==> src/shared/aslc_defs.vh <==
`ifndef ASLC_DEFS_VH
`define ASLC_DEFS_VH

// register indices; byte address is four times the index
`define ASLC_IDX_LIM0 16'hf824
`define ASLC_IDX_LIM1 16'hf826
`define ASLC_IDX_MODE 16'hf828
`define ASLC_IDX_CTRL 16'hf82a
`define ASLC_IDX_EN0  16'hf82c
`define ASLC_IDX_EN1  16'hf82e
`define ASLC_IDX_GAP  16'hf832
`define ASLC_IDX_LMOD 16'hf834

// converter_mode fields
`define ASLC_MODE_DIS     8
`define ASLC_MODE_SHT_LSB 4
`define ASLC_MODE_CK_LSB  1
`define ASLC_MODE_REP     0
`define ASLC_CK_SLOW      3'h7

// converter_control fields
`define ASLC_CTRL_TRG 1
`define ASLC_CTRL_RUN 0

// limit mode register fields
`define ASLC_LMOD_EN      0
`define ASLC_LMOD_CND_LSB 8

// reset values
`define ASLC_RST_LIM  17'h0_0000
`define ASLC_RST_MODE 16'h0000
`define ASLC_RST_CTRL 2'h0
`define ASLC_RST_EN0  16'h0000
`define ASLC_RST_EN1  2'h0
`define ASLC_RST_GAP  16'h0000
`define ASLC_RST_LMOD 3'h0

// timing
`define ASLC_CLK_HZ    200000000
`define ASLC_LS_HZ     32000
`define ASLC_LS_DIV    (`ASLC_CLK_HZ / `ASLC_LS_HZ)
`define ASLC_LS_STALL  3

`endif

==> src/hw/aslc_top.v <==
// The implementer's own choice: the Wishbone interface to the registers.
`timescale 1ns/10ps
`default_nettype none
`include "aslc_defs.vh"

// Overview of operation
// - channel 0-15 flag sets on limit match, holds until cleared or reset.
// - no flag sets while limit detection is disabled; write-1 clears still work.
// - with detection on, interrupt at scan end if any flag is set.
// - writing 1 clears a flag bit, writing 0 leaves it.
// - limit interrupt drops when set flags are cleared or on reset.
// - second status register bit 0 flags channel 16, same behaviour.
// - mode bit 8 set discharges sample capacitor before each conversion.
// - mode bits 7-4 give the sampling time code.
// - mode bits 3-1 select conversion clock rate, 111 is 32 kHz.
// - mode bit 0 selects single scan or repeating scan.
// - control bit 1 enables hardware trigger starts.
// - control bit 0 is run: write 1 starts, 0 stops.
// - single mode clears run after the highest enabled channel finishes.
// - repeat mode scans until software writes run to 0.
// - no enabled channel means a start does nothing.
// - run set blocks stop mode entry.
// - at 32 kHz, start and stop may lag up to one slow cycle.
// - limit condition codes: inside, above upper, above lower, outside.
// - enabled channels convert in ascending order.
// - repeat gap equals interval value times system clock period; 32 kHz mode ignores the interval.
module aslc_top #(
  parameter RES_W  = 10,
  parameter LS_DIV = `ASLC_LS_DIV
) (
  input  wire             CLK,
  input  wire             RST_N,
  input  wire             CE,
  input  wire             WB_CYC_I,
  input  wire             WB_STB_I,
  input  wire             WB_WE_I,
  input  wire [17:0]      WB_ADR_I,
  input  wire [3:0]       WB_SEL_I,
  input  wire [31:0]      WB_DAT_I,
  output reg  [31:0]      WB_DAT_O,
  output reg              WB_ACK_O,
  input  wire             TRIGGER_EVENT,
  input  wire             CONV_DONE,
  input  wire [RES_W-1:0] CONV_RESULT,
  input  wire [RES_W-1:0] UPPER_THRESHOLD,
  input  wire [RES_W-1:0] LOWER_THRESHOLD,
  input  wire             STOP_REQ,
  output reg              STOP_GRANT,
  output reg              CONV_START,
  output reg  [4:0]       CONV_CHANNEL,
  output wire             CONV_DISCHARGE,
  output wire [3:0]       SAMPLE_TIME_CODE,
  output wire [2:0]       CONV_CLOCK_SELECT,
  output reg              IRQ
);

  localparam S_IDLE = 2'h0;
  localparam S_SYNC = 2'h1;
  localparam S_CONV = 2'h2;
  localparam S_GAP  = 2'h3;
  localparam LS_W   = 16;

  // software-visible state; flag bit 16 is the temperature channel
  reg  [16:0]     flags_r;
  reg  [15:0]     mode_r;
  reg             run_r;
  reg             trg_en_r;
  reg  [15:0]     en0_r;
  reg  [1:0]      en1_r;
  reg  [15:0]     gap_int_r;
  reg             lim_en_r;
  reg  [1:0]      cond_r;

  // sequencer state; the gap counter only runs between repeated scans
  reg  [1:0]      st_r;
  reg  [15:0]     gap_cnt_r;

  // interrupt memory, kept apart so a plain scan-end pulse can coexist
  reg             lim_pend_r;

  // low-speed divider: a count on the system clock, not a second domain,
  // so the slow mode needs no synchroniser on its tick
  reg  [LS_W-1:0] ls_cnt_r;
  reg             ls_tick_r;

  // read word, combinational ahead of the data register
  reg  [31:0]     rd_nxt;

  // keep lanes whose select is low
  function [15:0] aslc_merge;
    input [15:0] old_v;
    input [15:0] new_v;
    input [1:0]  sel;
    begin
      aslc_merge = {sel[1] ? new_v[15:8] : old_v[15:8],
                    sel[0] ? new_v[7:0]  : old_v[7:0]};
    end
  endfunction

  // lowest enabled channel at or above from; top bit says found
  // scans from the top so the lowest hit is the last one written
  function [5:0] aslc_find;
    input [17:0] en;
    input [4:0]  from;
    integer i;
    begin
      aslc_find = 6'h00;
      for (i = 17; i >= 0; i = i - 1) begin
        if (en[i] && (i >= from)) begin
          aslc_find = {1'h1, i[4:0]};
        end
      end
    end
  endfunction

  // limit test on one result
  // code 0 counts a result equal to a threshold as inside; the other codes compare strictly
  function aslc_hit;
    input [1:0]       cnd;
    input [RES_W-1:0] r;
    input [RES_W-1:0] up;
    input [RES_W-1:0] lo;
    begin
      case (cnd)
        2'h0:    aslc_hit = (r >= lo) && (r <= up);
        2'h1:    aslc_hit = r > up;
        2'h2:    aslc_hit = r > lo;
        default: aslc_hit = (r > up) || (r < lo);
      endcase
    end
  endfunction

  // bus decode; writes land on the edge that raises ack
  // ctrl and the upper enable word live in lane 0 only
  wire        wb_take = WB_CYC_I & WB_STB_I & ~WB_ACK_O;
  wire        wb_wr   = wb_take & WB_WE_I;
  wire [15:0] wb_idx  = WB_ADR_I[17:2];
  wire [15:0] wdat    = WB_DAT_I[15:0];
  wire [1:0]  wsel    = WB_SEL_I[1:0];
  wire        wr_lim0 = wb_wr & (wb_idx == `ASLC_IDX_LIM0);
  wire        wr_lim1 = wb_wr & (wb_idx == `ASLC_IDX_LIM1);
  wire        wr_mode = wb_wr & (wb_idx == `ASLC_IDX_MODE);
  wire        wr_ctrl = wb_wr & (wb_idx == `ASLC_IDX_CTRL) & wsel[0];
  wire        wr_en0  = wb_wr & (wb_idx == `ASLC_IDX_EN0);
  wire        wr_en1  = wb_wr & (wb_idx == `ASLC_IDX_EN1) & wsel[0];
  wire        wr_gap  = wb_wr & (wb_idx == `ASLC_IDX_GAP);
  wire        wr_lmod = wb_wr & (wb_idx == `ASLC_IDX_LMOD);

  // scan bookkeeping
  // done pulses after a stop are ignored, the core may still be busy
  wire [17:0] en_all  = {en1_r, en0_r};
  wire        any_en  = |en_all;
  wire        slow    = mode_r[`ASLC_MODE_CK_LSB +: 3] == `ASLC_CK_SLOW;
  wire        go_ok   = ~slow | ls_tick_r;
  wire [5:0]  first   = aslc_find(en_all, 5'h00);
  wire [5:0]  nxt_ch  = aslc_find(en_all, CONV_CHANNEL + 5'h01);
  wire        cnv_dn  = (st_r == S_CONV) & CONV_DONE & run_r;
  wire        scan_end = cnv_dn & ~nxt_ch[5];
  wire        hit = aslc_hit(cond_r, CONV_RESULT, UPPER_THRESHOLD,
                             LOWER_THRESHOLD);

  // only the finished channel may set, only with detection on
  wire [16:0] set_vec = (cnv_dn & lim_en_r & hit & (CONV_CHANNEL < 5'h11))
                        ? (17'h0_0001 << CONV_CHANNEL)
                        : 17'h0_0000;
  wire [16:0] clr_vec = {wr_lim1 & wsel[0] & wdat[0],
                         wr_lim0 ? (wdat & {{8{wsel[1]}}, {8{wsel[0]}}})
                                 : 16'h0000};
  // a set in the clearing cycle survives
  // so a result is never lost to a clear that races it
  wire [16:0] flags_nxt = (flags_r & ~clr_vec) | set_vec;

  // limit interrupt stays while any flag remains set
  // it arms only at a scan end, not on each new flag
  wire        pend_nxt = lim_en_r & |flags_nxt &
                         (lim_pend_r | scan_end);

  // low-speed tick; start and stop wait for it in 32 kHz mode
  // free-running, so start latency there is up to one tick period
  always @(posedge CLK or negedge RST_N) begin
    if (!RST_N) begin
      ls_cnt_r  <= {LS_W{1'h0}};
      ls_tick_r <= 1'h0;
    end else if (CE) begin
      ls_tick_r <= ls_cnt_r == LS_DIV[LS_W-1:0] - 1'h1;
      if (ls_cnt_r == LS_DIV[LS_W-1:0] - 1'h1) begin
        ls_cnt_r <= {LS_W{1'h0}};
      end else begin
        ls_cnt_r <= ls_cnt_r + 1'h1;
      end
    end
  end

  // configuration registers and flags
  always @(posedge CLK or negedge RST_N) begin
    if (!RST_N) begin
      flags_r   <= `ASLC_RST_LIM;
      mode_r    <= `ASLC_RST_MODE;
      en0_r     <= `ASLC_RST_EN0;
      en1_r     <= `ASLC_RST_EN1;
      gap_int_r <= `ASLC_RST_GAP;
      {cond_r, lim_en_r} <= `ASLC_RST_LMOD;
      trg_en_r  <= 1'h0;
    end else if (CE) begin
      // clears work per byte lane, so a byte write touches only its half
      flags_r <= flags_nxt;
      // upper bits stored as written; software keeps them zero
      if (wr_mode) begin
        mode_r <= aslc_merge(mode_r, wdat, wsel);
      end
      // trigger enable only; the run bit lives with the sequencer
      if (wr_ctrl) begin
        trg_en_r <= wdat[`ASLC_CTRL_TRG];
      end
      // channel enables; nothing exists above channel 17
      if (wr_en0) begin
        en0_r <= aslc_merge(en0_r, wdat, wsel);
      end
      if (wr_en1) begin
        en1_r <= wdat[1:0];
      end
      if (wr_gap) begin
        gap_int_r <= aslc_merge(gap_int_r, wdat, wsel);
      end
      // detection enable and condition sit in separate lanes
      if (wr_lmod && wsel[0]) begin
        lim_en_r <= wdat[`ASLC_LMOD_EN];
      end
      if (wr_lmod && wsel[1]) begin
        cond_r <= wdat[`ASLC_LMOD_CND_LSB +: 2];
      end
    end
  end

  // run bit and scan sequencer
  always @(posedge CLK or negedge RST_N) begin
    if (!RST_N) begin
      run_r        <= 1'h0;
      st_r         <= S_IDLE;
      gap_cnt_r    <= 16'h0000;
      CONV_START   <= 1'h0;
      CONV_CHANNEL <= 5'h00;
    end else if (CE) begin
      CONV_START <= 1'h0;
      case (st_r)
        // a run request waits in sync one cycle, or until the slow tick in 32 kHz mode, before any start
        S_IDLE: begin
          if (run_r) begin
            st_r <= S_SYNC;
          end
        end
        // a stop seen before the first start ends the scan quietly
        S_SYNC: begin
          if (go_ok) begin
            if (!run_r || !first[5]) begin
              run_r <= 1'h0;
              st_r  <= S_IDLE;
            end else begin
              CONV_START   <= 1'h1;
              CONV_CHANNEL <= first[4:0];
              st_r         <= S_CONV;
            end
          end
        end
        // one channel in flight; the core answers with a done pulse
        S_CONV: begin
          if (!run_r) begin
            if (go_ok) begin
              st_r <= S_IDLE;
            end
          end else if (CONV_DONE) begin
            // next channel back to back, no idle cycle between them
            if (nxt_ch[5]) begin
              CONV_START   <= 1'h1;
              CONV_CHANNEL <= nxt_ch[4:0];
            end else if (mode_r[`ASLC_MODE_REP]) begin
              // 32 kHz mode ignores the interval; the gap state lasts one cycle
              gap_cnt_r <= slow ? 16'h0000 : gap_int_r;
              st_r      <= S_GAP;
            end else begin
              run_r <= 1'h0;
              st_r  <= S_IDLE;
            end
          end
        end
        // interval between repeated scans, at least one cycle
        S_GAP: begin
          if (!run_r) begin
            if (go_ok) begin
              st_r <= S_IDLE;
            end
          end else if (gap_cnt_r <= 16'h0001) begin
            st_r <= S_SYNC;
          end else begin
            gap_cnt_r <= gap_cnt_r - 16'h0001;
          end
        end
        // unreachable codes fall back to idle
        default: begin
          st_r <= S_IDLE;
        end
      endcase
      // software and trigger starts; refused with no channel enabled
      // a write wins over a trigger landing on the same edge
      if (wr_ctrl) begin
        run_r <= wdat[`ASLC_CTRL_RUN] & any_en;
      end else if (TRIGGER_EVENT && trg_en_r && !run_r && any_en &&
                   st_r == S_IDLE) begin
        run_r <= 1'h1;
      end
    end
  end

  // interrupt and stop-mode handshake
  // grant waits for the sequencer too, not only for the run bit
  always @(posedge CLK or negedge RST_N) begin
    if (!RST_N) begin
      lim_pend_r <= 1'h0;
      IRQ        <= 1'h0;
      STOP_GRANT <= 1'h0;
    end else if (CE) begin
      lim_pend_r <= pend_nxt;
      // plain scan-end pulse unless limit detection owns the line
      IRQ <= lim_en_r ? pend_nxt : scan_end;
      STOP_GRANT <= STOP_REQ & ~run_r & (st_r == S_IDLE);
    end
  end

  // read mux; unmapped words read zero
  // decoded from the live bus so the data is ready with ack
  always @* begin
    rd_nxt = 32'h0000_0000;
    case (wb_idx)
      `ASLC_IDX_LIM0: rd_nxt[15:0] = flags_r[15:0];
      `ASLC_IDX_LIM1: rd_nxt[0]    = flags_r[16];
      `ASLC_IDX_MODE: rd_nxt[15:0] = mode_r;
      `ASLC_IDX_CTRL: rd_nxt[1:0]  = {trg_en_r, run_r};
      `ASLC_IDX_EN0:  rd_nxt[15:0] = en0_r;
      `ASLC_IDX_EN1:  rd_nxt[1:0]  = en1_r;
      `ASLC_IDX_GAP:  rd_nxt[15:0] = gap_int_r;
      `ASLC_IDX_LMOD: rd_nxt[15:0] = {6'h00, cond_r, 7'h00, lim_en_r};
      default:        rd_nxt       = 32'h0000_0000;
    endcase
  end

  // one wait state, ack for one cycle, every address answered
  // ack low in the take term keeps a held request from retriggering
  always @(posedge CLK or negedge RST_N) begin
    if (!RST_N) begin
      WB_ACK_O <= 1'h0;
      WB_DAT_O <= 32'h0000_0000;
    end else if (CE) begin
      WB_ACK_O <= wb_take;
      if (wb_take && !WB_WE_I) begin
        WB_DAT_O <= rd_nxt;
      end
    end
  end

  // analog-side settings come straight from the mode register flops
  assign CONV_DISCHARGE    = mode_r[`ASLC_MODE_DIS];
  assign SAMPLE_TIME_CODE  = mode_r[`ASLC_MODE_SHT_LSB +: 4];
  assign CONV_CLOCK_SELECT = mode_r[`ASLC_MODE_CK_LSB +: 3];

endmodule
`default_nettype wire

==> config.mk <==
export PLATFORM = sky130hd
export DESIGN_NAME = aslc_top
export DESIGN_NICKNAME = d
export VERILOG_FILES = /design/src/hw/aslc_top.v
export VERILOG_INCLUDE_DIRS = /design/src /design/src/shared
export SDC_FILE = /design/constraint.sdc
export NUM_CORES = 1
export LEC_CHECK = 0
export ABC_AREA = 1
export BUFFER_PORTS_ARGS = -buffer_cell sky130_fd_sc_hd__buf_2
export CORE_MARGIN = 10
export CORE_UTILIZATION = 58
export CTS_CLUSTER_SIZE = 10
export DETAILED_ROUTE_END_ITERATION = 8
export PLACE_DENSITY_LB_ADDON = 0.05
export SYNTH_ARGS = -nofsm -noshare
export SYNTH_HDL_FRONTEND = slang
export SYNTH_SLANG_ARGS = --single-unit
==> constraint.sdc <==
create_clock -name CLK -period 2.8 [get_ports CLK]
set_input_delay 0.42 -clock CLK [delete_from_list [all_inputs] [get_ports CLK]]
set_output_delay 0.42 -clock CLK [all_outputs]
set_load 0.005 [all_outputs]
==> metrics.md <==
| Metric | Value |
|---|---|
| Reg2Reg Setup Slack | `120 ps` |
| Period minus WS final | `2680 ps` |
| Worst-path maximum fanout | `6` |
| Average cell area after synthesis | `7.30 um2` |
| Number of cells on the worst reg-to-reg path | `19` |
| Synthesized instance count | `1199` |
| IR Drop Worst-Case VDD | `0.000571 V` |
| Share of the yosys chip area belonging to registers | `38.0%` |
| Global-route wire length before repair | `42.5 mm` |
| Slowest stage cell on the critical path | `sky130_fd_sc_hd__dfrtp_2` |
| TritonCTS buffer count | `17` |
| Number of hold-slack violations in the final timing report | `0` |
| Outcome | `finished, final reports clean` |
| Count of different cell masters after synthesis | `58` |
| Final Cycle Share | `95.8%` |
| Total congestion overflow after global routing | `0` |
| Number of routed nets with antenna violations | `0` |
| Port-buffer cells | `105` |
| Crit path required time | `3110 ps` |
| CP Cell Sequence | `buf_4, ha_1, inv_1, nand2_4, nand2_8, inv_4, nor2_1, nor3_2, inv_1, nand2_2, nor2_4, nand4_2, nor2_2, nand2_4, inv_2, nand2_2, nand2_4, clkinv_2, a31oi_1` |
| Slew at the pin closest to its max-slew limit | `672 ps` |
| Fin. max-slew vios | `0` |
| FF-to-FF Start | `CONV_CHANNEL[1]` |
| Synthesized cell area | `0.00875 mm2` |
| Number of enable-type register cells in the synthesized netlist | `0` |
| Crit Path Category | `reg2reg` |
| Pin count of the biggest net entering global routing | `70` |
| Number of global-route vias before repair | `8377` |
| Die height | `143 um` |
| Switching fraction of total power | `30.0%` |
| Most frequent cells in the layout | `sky130_fd_sc_hd__nand2_1, sky130_fd_sc_hd__inv_1, sky130_fd_sc_hd__dfrtp_1` |
| Capturing element type of the critical path | `flip-flop` |
| WL per Instance | `17.5 um` |
| Clk pwr share | `41.2%` |
| Post-detailed-placement half-perimeter wirelength | `20.6 mm` |
| Worst min path class | `in2async` |
| Number of vias per cell | `5.67` |
| Boundary pin count | `142` |
| Clock net sink count | `133` |
| Leading cell type in the layout, fill and taps excluded | `sky130_fd_sc_hd__nand2_1` |
| Ys Warns | `0` |
| Gp weighted congestion | `0.986` |
| Post-route worst setup slack | `118 ps` |
| Overall die width | `143 um` |
| DRC violation count after routing | `0` |
| Standard-cell row count | `44` |
| Setup repair after global routing missed its margin | `yes` |
| Worst flop-to-flop path endpoint | `CONV_CHANNEL[1]` |
| Power per standard cell area | `560 mW/mm2` |
| Wire length after detailed routing | `26.7 mm` |
| Antenna diode count | `0` |
| Finish-stage setup viols | `0` |
| Crit path largest cell delay | `440 ps` |
| Die outline area | `0.0204 mm2` |
| Leakage power total | `5.10 nW` |
| Post-Place Worst Slack | `-109 ps` |
| Total Nets Final | `1453` |
| Synth Register Bits | `133` |
| Initial antenna violation count | `1` |
| Clock input transition at the sequential cells of the worst setup and hold paths | `60 ps` |
| Total power consumption of the routed design | `0.00575 W` |
| CP dominant cell by count | `sky130_fd_sc_hd__nand2_4` |
| Data arrival time at the worst-slack endpoint | `2990 ps` |
| Share of async-settable or async-resettable flops after synthesis | `100%` |
| Core region area | `0.0146 mm2` |
| Insertion delay of the later-clocked pin in the worst-skew pair | `420 ps` |
| Number of hold buffers added after cts | `0` |
| Pint | `0.00402 W` |
| Via total after detailed routing | `8643` |
| Effective utilization at floorplan | `59.8%` |
| Net switching power figure | `0.00173 W` |
| TritonCTS clock tree | `done` |
| Initial detailed-routing violation count | `760` |
| Max_slew headroom | `55.2%` |
| Relative contribution of sequential cells to total power | `39.3%` |
| Layout overhead on the synthesized area | `17.2%` |
| Root buffer selected by CTS | `sky130_fd_sc_hd__clkbuf_16` |
| Layout cell share with drive strength beyond 1 | `17.9%` |
| GRT Overall Usage | `26.3%` |
| Worst clock skew | `8.57 ps` |
| Post-synth top flop | `sky130_fd_sc_hd__dfrtp_1` |
| Peak clock frequency supported by timing | `373 MHz` |
| Comb pwr share | `19.5%` |
| Count of TritonRoute iterations in the first routing pass | `6` |
| Number of max-cap violations | `0` |
| Startpoint type of the worst setup path | `flip-flop` |
| Buffer levels on the longest clock path | `2` |
| H-tree depth | `4` |
layout make-up:
type / count / area [um2]
inverter: 182 / 694
fill: 1256 / 4390
timing repair buffer: 147 / 872
clock buffer: 18 / 439
clock inverter: 13 / 183
tap: 184 / 230
sequential: 133 / 3330
multi-input combinational: 846 / 4510
worst max path at each step:
stage                          from               to  slack (ps)
floorplan           CONV_CHANNEL[0]          st_r[1]         280
global placement     CONV_RESULT[9]              IRQ         -20
detailed placement   CONV_RESULT[9]              IRQ        -110
CTS                 CONV_CHANNEL[1]  CONV_CHANNEL[1]          80
global route        CONV_CHANNEL[0]  CONV_CHANNEL[1]         -90
finish              CONV_CHANNEL[1]  CONV_CHANNEL[1]         120
worst max-delay path: cells and delay by family (launching register included):
kind / cells / cell delay [ps]
compound gates: 1 / 210
fa+ha+maj: 1 / 200
buf+inv: 6 / 580
flops: 1 / 440
simple gates: 11 / 1150
cell usage after synthesis, types with 2 or more instances:
cell	instances	area share, %
sky130_fd_sc_hd__a22oi_1	3	0.26
sky130_fd_sc_hd__inv_1	164	7.0
sky130_fd_sc_hd__ha_1	33	4.7
sky130_fd_sc_hd__a21oi_1	45	2.6
sky130_fd_sc_hd__o211ai_1	4	0.34
sky130_fd_sc_hd__clkinv_1	4	0.17
sky130_fd_sc_hd__nand3_1	51	2.9
sky130_fd_sc_hd__a31oi_1	13	0.93
sky130_fd_sc_hd__nor2_2	3	0.21
sky130_fd_sc_hd__nand3_2	2	0.23
sky130_fd_sc_hd__o22ai_1	26	1.9
sky130_fd_sc_hd__inv_2	8	0.34
sky130_fd_sc_hd__dfrtp_1	133	38
sky130_fd_sc_hd__nor3_1	16	0.91
sky130_fd_sc_hd__nor4_1	13	0.93
sky130_fd_sc_hd__o21ai_1	18	1.0
sky130_fd_sc_hd__nor2_1	97	4.2
sky130_fd_sc_hd__inv_4	3	0.21
sky130_fd_sc_hd__nand4_2	2	0.29
sky130_fd_sc_hd__o31ai_1	3	0.26
sky130_fd_sc_hd__or2_2	2	0.14
sky130_fd_sc_hd__nor2_8	2	0.46
sky130_fd_sc_hd__nand2_2	11	0.79
sky130_fd_sc_hd__clkbuf_1	21	0.90
sky130_fd_sc_hd__buf_4	23	2.0
sky130_fd_sc_hd__nand2_8	2	0.46
sky130_fd_sc_hd__o21ai_0	131	7.5
sky130_fd_sc_hd__a221oi_1	7	0.70
sky130_fd_sc_hd__nor3_2	4	0.46
sky130_fd_sc_hd__buf_2	4	0.23
sky130_fd_sc_hd__buf_6	4	0.51
sky130_fd_sc_hd__nand2_1	271	12
sky130_fd_sc_hd__nand2_4	6	0.77
sky130_fd_sc_hd__nand3b_1	4	0.34
sky130_fd_sc_hd__o21a_1	2	0.17
sky130_fd_sc_hd__xor2_1	11	1.1
sky130_fd_sc_hd__nor2_4	2	0.26
sky130_fd_sc_hd__clkinv_2	3	0.17
sky130_fd_sc_hd__nand4_1	26	1.9
sky130_fd_sc_hd__nor3b_1	4	0.34
power groups by stage:
| stage | clock network (W) | registers, W | logic (W) |
|---|---|---|---|
| 3_5_place_dp | 0 | 0.00228 | 0.00105 |
| 4_1_cts | 0.00238 | 0.00225 | 0.00108 |
| 3_3_place_gp | 0 | 0.00228 | 0.00104 |
| 6_report | 0.00237 | 0.00226 | 0.00112 |
| 5_1_grt | 0.00247 | 0.00228 | 0.00126 |
| 2_1_floorplan | 0 | 0.00223 | 0.000727 |
repair_timing:
item                                    CTS  global route
endpoints found under the setup margin    0            26
gates resized for setup                   0            13
setup buffers                             0             1
sequential cells by signal (all words and copies together), names as in the netlist, 5 cells and up:
name          cells
CONV_CHANNEL      5
WB_DAT_O         16
en0_r            16
flags_r          17
gap_cnt_r        16
gap_int_r        16
ls_cnt_r         16
mode_r           16
cells by family (layout without fill, tap and decap cells):
group / count (synthesis) / after routing / share of synthesized area (%)
compound gates: 265 / 265 / 17.1
xor+xnor: 12 / 12 / 1.20
fa+ha+maj: 33 / 33 / 4.72
buf+inv: 235 / 360 / 11.6
flops: 133 / 133 / 38.0
mux: 1 / 1 / 0.114
other cells: 1 / 16 / 0.0428
simple gates: 519 / 519 / 27.2
stage by stage:
| stage | std cells | hold slack, ps | area (um2) | TNS [ps] | util, % |
|---|---|---|---|---|---|
| detailed placement | 1491 | 463 | 9590 | -190 | 65.5 |
| floorplan | 1214 | 124 | 8810 | 0 | - |
| finish | 1523 | 6.53 | 10300 | 0 | 70.0 |
| global placement | 1491 | 461 | 9590 | -23.4 | 65.5 |
| CTS | 1522 | 38.2 | 10200 | 0 | 69.7 |
| global route | 1523 | 46.9 | 10300 | -302 | 70.0 |
routing by layer:
| metal | up-vias | share of wire, % | global-route usage, % |
|---|---|---|---|
| met2 | 384 | 46 | 42.4 |
| met1 | 4025 | 42 | 33.4 |
| met3 | 50 | 9.4 | 8.09 |
| li1 | 4182 | - | - |
| met5 | - | 0.045 | 0 |
| met4 | 2 | 2.5 | 7.38 |
Note: power is estimated with default switching activity, not from simulation.
